**src/pwm_chan_defines.svh**
```systemverilog
/*
  register offsets, field positions, codes and timing counts of the pwm channel.
  assumes a 100 MHz system clock and a word-wide register port.
*/
`ifndef PWM_CHAN_DEFINES_SVH
`define PWM_CHAN_DEFINES_SVH
`define ADDR_CTRL      8'h00
`define ADDR_ON_WIDTH  8'h04
`define ADDR_CYCLE     8'h08
`define ADDR_STATUS    8'h10
`define ADDR_ERR_CODE  8'h14
`define ADDR_INT_STAT  8'h18
`define ADDR_INT_MASK  8'h1c
`define CTRL_REQ       0
`define CTRL_HSC_EN    1
`define CTRL_MODE_LO   2
`define CTRL_MODE_HI   3
`define CTRL_ON_BAD    4
`define CTRL_CYC_BAD   5
`define MODE_PWM       2'h3
`define ON_MIN         32'h0000_000a
`define CYC_MIN        32'h0000_0032
`define SET_MAX        32'h0098_9680
`define CODE_RANGE     16'h1004
`define CODE_LOC       16'h1005
`define CODE_MODE      16'h1014
`define UNIT_NS        100
`define CLK_PERIOD_NS  10
`define TICK_CYCLES    (`UNIT_NS / `CLK_PERIOD_NS)
`define INT_ERR        0
`define INT_START      1
`define INT_WRAP       2
`endif

```
**src/pwm_chan_pkg.sv**
```systemverilog
/*
  types shared by the pwm channel.
  assumes the defines header is compiled alongside.
*/
package pwm_chan_pkg;
  typedef struct packed {
    logic [31:0] on_width;
    logic [31:0] cycle;
  } pwm_setting_t;
  typedef struct packed {
    logic loc_bad;
    logic mode_bad;
    logic range_bad;
  } pwm_check_t;
endpackage

```
**src/counter_channel_pwm_output.sv**
```systemverilog
/*
  pwm output of one high-speed counter channel with its register port,
  setting checks, error reporting and a level interrupt.
  assumes a synchronous master that never waits and strobes for one cycle.
  a request held high out of reset must drop once before any output starts.
*/
// Added by the designer: the address-and-strobe port and the address map.
`timescale 1ns/1ps
`include "pwm_chan_defines.svh"
module counter_channel_pwm_output
  import pwm_chan_pkg::*;
#(
  parameter int TICK_DIV = `TICK_CYCLES
) (
  input  wire logic        clk_sys_in,
  input  wire logic        rst_b_in,
  input  wire logic [7:0]  addr_in,
  input  wire logic [31:0] wr_data_in,
  input  wire logic        wr_en_in,
  input  wire logic        rd_en_in,
  output logic      [31:0] rd_data_out,
  output logic             pwm_out,
  output logic             irq_out
);

  logic [5:0]   ctrl;
  pwm_setting_t setting;
  pwm_setting_t active;
  logic         operation_error_flag;
  logic [15:0]  operation_error_code;
  logic [2:0]   int_stat;
  logic [2:0]   int_mask;
  logic         armed;
  logic         running;
  logic [31:0]  unit_cnt;
  logic [15:0]  tick_cnt;
  logic         tick;
  logic         pwm_request_ch1;
  pwm_check_t   chk;
  logic         err_any;
  logic [15:0]  err_code;
  logic         start;
  logic         wrap;
  logic         next_level;
  logic [2:0]   int_evt;
  logic [2:0]   w1c;
  logic [31:0]  high_run;

  // the request is a plain control bit that software toggles every scan
  assign pwm_request_ch1 = ctrl[`CTRL_REQ];

  // checks run every cycle regardless of the request level
  // a setting written mid-run is judged at once, and its fault stops the waveform
  always_comb begin
    chk.loc_bad   = ctrl[`CTRL_ON_BAD] | ctrl[`CTRL_CYC_BAD];
    chk.mode_bad  = ctrl[`CTRL_MODE_HI:`CTRL_MODE_LO] != `MODE_PWM
                    || !ctrl[`CTRL_HSC_EN];
    chk.range_bad = (setting.on_width != 32'h0 && setting.on_width < `ON_MIN)
                    || setting.on_width > `SET_MAX
                    || setting.cycle < `CYC_MIN || setting.cycle > `SET_MAX
                    || setting.on_width > setting.cycle;
  end

  // location faults outrank mode faults, which outrank value faults
  // the code register shows the highest-ranked fault present and keeps the last code after all faults go, until cleared
  always_comb begin
    err_any  = chk.loc_bad | chk.mode_bad | chk.range_bad;
    err_code = `CODE_RANGE;
    if (chk.loc_bad) begin
      err_code = `CODE_LOC;
    end else if (chk.mode_bad) begin
      err_code = `CODE_MODE;
    end
  end

  // start needs a seen-low request; the pin level follows the period position
  assign start = armed && pwm_request_ch1 && !err_any && !running;
  assign wrap  = running && tick && unit_cnt == active.cycle - 32'h1;
  assign next_level = running && unit_cnt < active.on_width;
  assign int_evt = {wrap, start, err_any};
  assign w1c = (wr_en_in && addr_in == `ADDR_INT_STAT) ? wr_data_in[2:0] : 3'h0;

  // control and setting registers written by software
  // settings are stored as written; the range checks above judge them
  always_ff @(posedge clk_sys_in or negedge rst_b_in) begin
    if (!rst_b_in) begin
      ctrl    <= 6'h00;
      setting <= '0;
      int_mask <= 3'h0;
    end else if (wr_en_in) begin
      unique case (addr_in)
        `ADDR_CTRL:     ctrl <= wr_data_in[5:0];
        `ADDR_ON_WIDTH: setting.on_width <= wr_data_in;
        `ADDR_CYCLE:    setting.cycle <= wr_data_in;
        `ADDR_INT_MASK: int_mask <= wr_data_in[2:0];
        default: ;
      endcase
    end
  end

  // error flag and code; a new error wins over a clear in the same cycle
  // clearing while the cause remains is useless: the checks set it again
  always_ff @(posedge clk_sys_in or negedge rst_b_in) begin
    if (!rst_b_in) begin
      operation_error_flag <= 1'b0;
      operation_error_code <= 16'h0000;
    end else if (err_any) begin
      operation_error_flag <= 1'b1;
      operation_error_code <= err_code;
    end else if (wr_en_in && addr_in == `ADDR_STATUS && wr_data_in[0]) begin
      operation_error_flag <= 1'b0;
      operation_error_code <= 16'h0000;
    end
  end

  // sticky interrupt status, set beats write-one-to-clear
  // irq lags the status by one cycle so that it comes straight from a flop
  always_ff @(posedge clk_sys_in or negedge rst_b_in) begin
    if (!rst_b_in) begin
      int_stat <= 3'h0;
      irq_out  <= 1'b0;
    end else begin
      int_stat <= (int_stat & ~w1c) | int_evt;
      irq_out  <= |(int_stat & int_mask);
    end
  end

  // arming needs the request seen low; a one-shot routine never arms
  // an error stops the waveform too, so a restart needs a fresh low request
  always_ff @(posedge clk_sys_in or negedge rst_b_in) begin
    if (!rst_b_in) begin
      armed   <= 1'b0;
      running <= 1'b0;
      active  <= '0;
    end else begin
      if (!pwm_request_ch1) begin
        armed <= 1'b1;
      end else if (start) begin
        armed <= 1'b0;
      end
      if (start) begin
        running <= 1'b1;
        active  <= setting;             // settings latched at the edge
      end else if (!pwm_request_ch1 || err_any) begin
        running <= 1'b0;
      end
    end
  end

  // 0.1 us time base; restarts with each waveform so the first period is whole
  // trade-off: a free-running base would save the clear but cut the first unit
  always_ff @(posedge clk_sys_in or negedge rst_b_in) begin
    if (!rst_b_in) begin
      tick_cnt <= 16'h0;
      tick     <= 1'b0;
    end else if (!running) begin
      tick_cnt <= 16'h0;
      tick     <= 1'b0;
    end else begin
      tick     <= tick_cnt == 16'(TICK_DIV - 2);
      tick_cnt <= (tick_cnt == 16'(TICK_DIV - 1)) ? 16'h0 : tick_cnt + 16'h1;
    end
  end

  // position within the period in 0.1 us units
  // wraps on the last tick of the period, so n units last exactly n ticks
  always_ff @(posedge clk_sys_in or negedge rst_b_in) begin
    if (!rst_b_in) begin
      unit_cnt <= 32'h0;
    end else if (!running) begin
      unit_cnt <= 32'h0;
    end else if (tick) begin
      unit_cnt <= wrap ? 32'h0 : unit_cnt + 32'h1;
    end
  end

  // registered pin so the output never glitches on counter decode
  always_ff @(posedge clk_sys_in or negedge rst_b_in) begin
    if (!rst_b_in) begin
      pwm_out <= 1'b0;
    end else begin
      pwm_out <= next_level;
    end
  end

  // read port; unmapped addresses answer zero
  // data stand for one cycle only; the master must take them then
  always_ff @(posedge clk_sys_in or negedge rst_b_in) begin
    if (!rst_b_in) begin
      rd_data_out <= 32'h0;
    end else if (rd_en_in) begin
      unique case (addr_in)
        `ADDR_CTRL:     rd_data_out <= {26'h0, ctrl};
        `ADDR_ON_WIDTH: rd_data_out <= setting.on_width;
        `ADDR_CYCLE:    rd_data_out <= setting.cycle;
        `ADDR_STATUS:   rd_data_out <= {29'h0, pwm_out, running, operation_error_flag};
        `ADDR_ERR_CODE: rd_data_out <= {16'h0, operation_error_code};
        `ADDR_INT_STAT: rd_data_out <= {29'h0, int_stat};
        `ADDR_INT_MASK: rd_data_out <= {29'h0, int_mask};
        default:        rd_data_out <= 32'h0;
      endcase
    end else begin
      rd_data_out <= 32'h0;
    end
  end

  // run length of the high phase, judged at each fall inside one waveform;
  // a stop or an error also drops the pin, but running is low by then
  always_ff @(posedge clk_sys_in or negedge rst_b_in) begin
    if (!rst_b_in) begin
      high_run <= 32'h0;
    end else if (pwm_out) begin
      high_run <= high_run + 32'h1;
    end else begin
      high_run <= 32'h0;
    end
  end
endmodule // counter_channel_pwm_output

```
**config.mk**
```make
export PLATFORM = sky130hd
export DESIGN_NAME = counter_channel_pwm_output
export DESIGN_NICKNAME = d
export VERILOG_FILES = /design/src/pwm_chan_pkg.sv /design/src/counter_channel_pwm_output.sv
export VERILOG_INCLUDE_DIRS = /design/src
export SDC_FILE = /design/constraint.sdc
export NUM_CORES = 1
export LEC_CHECK = 0
export ABC_AREA = 0
export BUFFER_PORTS_ARGS = -buffer_cell sky130_fd_sc_hd__buf_2
export CAP_MARGIN = 20
export CORE_MARGIN = 2
export CORE_UTILIZATION = 45
export CTS_CLUSTER_SIZE = 16
export DETAILED_ROUTE_END_ITERATION = 8
export PLACE_DENSITY = 0.68
export SETUP_SLACK_MARGIN = 0.3
export SLEW_MARGIN = 10
export SYNTH_ARGS = -nofsm -noshare
export SYNTH_HDL_FRONTEND = slang
export SYNTH_SLANG_ARGS = --single-unit
```
**constraint.sdc**
```tcl
create_clock -name clk_sys_in -period 4.7 [get_ports clk_sys_in]
set_input_delay 0.47 -clock clk_sys_in [delete_from_list [all_inputs] [get_ports clk_sys_in]]
set_output_delay 0.47 -clock clk_sys_in [all_outputs]
set_load 0.01 [all_outputs]
```
-- Yosys cells after proc, flatten, opt, wreduce, memory -nomap -nowiden
Index checks and enable logic that the tools add are counted.
- bits in registers: 242
- add/subtract/negate cells: 3
- order comparisons: 6
- eq/ne operators: 12
- mux-type cells: 19
- bitwise gates (word level): 7
- reduce and logical (&&, ||, !) cells: 29
- operators with widths (cell ; count):
    $pmux W32 S7 ; 1
    $mux W32 ; 4
    $mux W16 ; 5
    $gt A32 B24 Y1 const B ; 2
    $add A32 B1 Y32 const B ; 1
    $eq A16 B4 Y1 const B ; 2
    $eq A32 B32 Y1 ; 1
    $eq A8 B5 Y1 const B ; 4
    $gt A32 B32 Y1 ; 1
    $lt A32 B32 Y1 ; 1
    $lt A32 B4 Y1 const B ; 1
    $lt A32 B6 Y1 const B ; 1
    $reduce_bool A32 Y1 ; 1
    $sub A32 B1 Y32 const B ; 1
    $add A16 B1 Y16 const B ; 1
    $logic_and A1 B1 Y1 ; 10
    $eq A8 B3 Y1 const B ; 1
    $eq A8 B4 Y1 const B ; 1
    $logic_not A8 Y1 ; 1
    $reduce_and A2 Y1 ; 4
    $mux W1 ; 7
    $and A3 B3 Y3 ; 2
    $logic_or A1 B1 Y1 ; 6
    $mux W5 ; 1
    other kinds (9) ; 16

-- Longest topological paths before layout
- depth after elaboration: 12
- gate-level depth with buffers: 13

-- Least setup slack after synthesis
Ideal clock, no wire load.
- kind: register -> register
- start point: register active[0] (netlist bit)
- end point: register unit_cnt[19]
- library setup time: 0.138 ns
- arrival time: 3.371 ns
- required time: 4.562 ns
- slack: 1.191 ns
- stages on the path, launching flop included: 13
- buffers on the path: 2
- path through: dfrtp_1 inv_1 ha_1 or4b_4 or4_1 or4_1 a221oi_2 nand4_1 or4_4 buf_6 buf_6 nand4_1 o311ai_1
- cells in the longest elaborated chain, start to end: 6
- ends and longest elaborated chain (item ; line ; source):
    from (decl) ; counter_channel_pwm_output.sv:28 ; pwm_setting_t active;
    from (signal assigned) ; counter_channel_pwm_output.sv:143 ; active <= setting;
    $sub A32 B1 Y32 ; counter_channel_pwm_output.sv:78 ; assign wrap = running && tick && unit_cnt == active.cycle - 32'h1;
    $eq A32 B32 Y1 ; counter_channel_pwm_output.sv:78 ;
    $logic_and A1 B1 Y1 ; counter_channel_pwm_output.sv:78 ;
    $mux W32 ; counter_channel_pwm_output.sv:173 ; unit_cnt <= wrap ? 32'h0 : unit_cnt + 32'h1;
    $mux W32 ; counter_channel_pwm_output.sv:172 ; end else if (tick) begin
    $mux W32 ; counter_channel_pwm_output.sv:170 ; end else if (!running) begin
    to (signal assigned) ; counter_channel_pwm_output.sv:173 ;
    to (decl) ; counter_channel_pwm_output.sv:35 ; logic [31:0] unit_cnt;
Every way passes these cells. The select of a mux whose other input is x is not followed.
A chain may end at the register's enable or synchronous reset.

-- Final worst setup path
- start point: register active[0] (netlist bit)
- end point: register unit_cnt[24]
Same word-level chain as after synthesis.

==> summary.txt <==
Finish
  – Register area: approximately 5700 sq um
  – Util after Layout: 0.5141
  – Syn-to-layout area delta: 13.12%
  – Filler cell count: between 2000 and 2500
  – Share of cells above drive strength 1: 0.2023
  – Multi-input gate area: between 6000 and 7000 sq um
  – Non-Filler Instances: 1684
  – Nets: around 1400

Clocking
  – Setup bufs post-CTS: 0
  – Longest Clk Path Bufs: 3
  – H-tree depth: 1
  – CTS sink cnt: 228
  – Clock buffer count from CTS: 26
  – CTS tree: built
  – Clk root buf: clkbuf_16
  – Post-cts resize count: 0
  – Clock-pin transition on the worst setup and hold timing paths: 0.06 ns
  – Clk_lat worst skew: between 0.5 and 0.6 ns

Timing
  – Fin Clk Skew: 0.02063 ns
  – Period utilisation layout: 0.8688
  – Setup TNS: 0 ns
  – Final Critical Period: between 4 and 5 ns
  – Fmax: around 240 MHz
  – RSZ-0062 raised after global routing: false
  – Hold Vio Cnt, Final: 0
  – Worst hold margin: roughly 0.17 ns
  – Max-slew violations: 0
  – Worst slew margin relative to its limit: 0.2904
  – Setup violations, final: 0
  – Slew @ Worst Pin: between 1 and 1.5 ns

Run
  – MaxCap Viol Count: 0

Placed design
  – RD Place Congestion: between 0.8 and 0.9
  – Cell count after placement: approximately 1600
  – Port Buffer Count: 77
  – Final HPWL DP: approximately 22 mm

Yosys
  – Post-synth top area share: 0.4531
  – Syn Nets: roughly 1300
  – Leading area contributor after synthesis: dfrtp_1
  – Synth area leaders: dfrtp_1 45%, mux2_2 11%, ha_1 6.8%, nand4_1 2.9%, inv_1 2.5%
  – Seq/Total Area, Yosys: 0.4531
  – Netlist cell types: between 60 and 70
  – Number of enable flip-flop cells after synthesis: 0
  – Primary FF master, synth: dfrtp_1
  – Cells after Synth: about 1200
  – Yosys reg bits: ~230
  – Synth Cell Area: roughly 13000 sq um
  – Syn_area_per_cell: 10.25 sq um
  – Post-synth ARST share: 1.000
  – Synthesis Warnings: 0

Drt
  – Drt via density: a little under 6
  – Remaining DRCs: 0
  – DRT Pass-1 Iters: 5
  – DRT antenna net count: 0
  – Iteration-0 DRC count of the detailed router: ~750
  – Wire per inst: ~19 microns
  – Via count: 9782
  – Routed WL: about 31 mm

Global route
  – First-pass GRT wire length: just over 50 mm
  – Total grt overflow: 0
  – Largest net degree at the start of global routing: 110
  – Total track usage: 0.2177
  – Initial antenna violation count: 0
  – Number of global-route vias before repair: 9426

Critical path
  – CP required: just over 5 ns
  – Max Fanout on Critical Path: 39
  – Crit Path Class: reg -> reg
  – Worst setup SP type: register
  – Worst Path Arrival: 4.46 ns
  – Crit end category: register

Pwr
  – Worst-case vdd ir drop: 0.0002712 V
  – PwrDens: 315.7 nW/um^2
  – Leakage: about 6.7 nW

Die
  – I/O pin count: just under 80
  – Starting Density: 0.4545
  – Row cnt: between 60 and 70
  – Core area: 27710 sq um
  – Die Y-Extent: around 170 microns
  – Total die area: approximately 29000 sq um
  – Die W: 171.3 microns

Status
  – Outcome: finished, final reports clean

Min path
  – Worst Hold Class: in -> reg
-- placed cells by master (no fill, tap or decap), types with 28 or more instances in the layout --
| cell type | n |
|---|---|
| a21o_1 | 30 |
| a22oi_1 | 29 |
| buf_2 | 76 |
| dfrtp_1 | 228 |
| ha_1 | 68 |
| inv_1 | 85 |
| mux2_2 | 119 |
| nand2_1 | 77 |
| nand3_1 | 40 |
| nand4_1 | 58 |
| nor2_1 | 84 |
| nor4_1 | 28 |
| xnor2_1 | 30 |
-- layout make-up --
type,count,share of cell area
inverters,85,0.02240
clock buffers,36,0.05253
well taps,378,0.03320
multi-input cells,855,0.4431
diodes,1,0.0001757
flip-flops and latches,228,0.4006
repair buffers,90,0.03566
clock inverters,11,0.01239
-- worst max-delay path: stages (launching register included) --
cell	delay [ns]
dfrtp_1	0.43
inv_1	0.08
ha_1	0.20
or4b_4	0.51
or4_1	0.43
or4_1	0.50
a221oi_2	0.24
nand4_1	0.12
or4_4	0.79
nand2_1	0.14
buf_4	0.27
o311ai_0	0.18
-- flip-flops by register name (all words and copies together) (netlist names) --
name                  cells
tick                      1
int_stat                  3
armed                     1
setting                  64
rd_data_out              32
operation_error_code      3
int_mask                  3
ctrl                      6
tick_cnt                 16
active                   64
running                   1
pwm_out                   1
unit_cnt                 32
irq_out                   1
-- per-layer routing --
| metal | track usage | part of all wire | up-vias |
|---|---|---|---|
| met4 | 0.05895 | 0.029 | 0 |
| met1 | 0.3136 | 0.46 | 4831 |
| li1 | - | - | 4602 |
| met2 | 0.3468 | 0.46 | 282 |
| met5 | 0 | 0 | - |
| met3 | 0.02807 | 0.055 | 67 |
-- power breakdown --
| group | leakage (nW) | switching (W) | internal, W |
|---|---|---|---|
| registers | 3.14 | 0.0000563 | 0.00200 |
| logic | 3.15 | 0.000161 | 0.000119 |
| clock network | 0.452 | 0.000829 | 0.00133 |
| total | 6.74 | 0.00105 | 0.00345 |
-- cell families (layout without fill, tap and decap cells) --
logic type      Yosys count  in the layout  share of synthesized area
simple gates            415            415                     0.1746
buf+inv                 145            222                    0.04601
other cells               0              1                          0
mux                     134            134                     0.1183
compound gates          189            189                     0.1063
flops                   228            228                     0.4531
xor+xnor                 49             49                    0.03408
fa+ha+maj                68             68                    0.06757
-- worst paths after layout --
kind,startpoint,end,slack [ns],cells past startpoint
setup / recovery,active[0],unit_cnt[24],0.62,11
hold / removal,rd_en_in,rd_data_out[3],0.17,2
setup reg to reg,active[0],unit_cnt[24],0.62,11
hold reg to reg,active[60],active[60],0.48,1
max in group asynchronous,rst_b_in,setting[62],3.11,3
min in group asynchronous,rst_b_in,unit_cnt[27],0.47,2
-- cells in the mapped netlist (5+ instances only) --
cell type and instances:
nor4_1 28, buf_1 16, nand2_1 77, and3_1 16, nand3_1 40, xor2_1 19, and4_1 5, xnor2_1 30
dfrtp_1 228, ha_1 68, mux2_2 119, and2_1 27, or4_1 10, o311ai_1 11, o211ai_1 7, nand4_1 58
o311ai_0 10, a22oi_1 29, a21oi_1 27, mux2i_1 15, nor2b_1 10, clkbuf_1 36, nor2_1 84, inv_1 85
nor4b_1 5, o22ai_1 5, nor3_1 27, or2_2 6, o21ai_0 21, a21o_1 30, a31oi_1 15, or3_1 7
-- timing repair --
item / in CTS / in global routing
endpoints found under the setup margin: 0 / 0
hold endpoints to repair: 63 / 0
hold buffers: 1 / 0
-- stage by stage --
stage	setup slack (ns)	cell area, sq um	total power, W
floorplan	1.191	12590	0.002227
detailed placement	0.6495	13300	0.002367
finish	0.6168	14240	0.004496
CTS	0.6054	14230	0.004535
global route	0.3837	14240	0.004654
global placement	0.7006	13300	0.002358
Note: power is estimated with default switching activity, not from simulation.
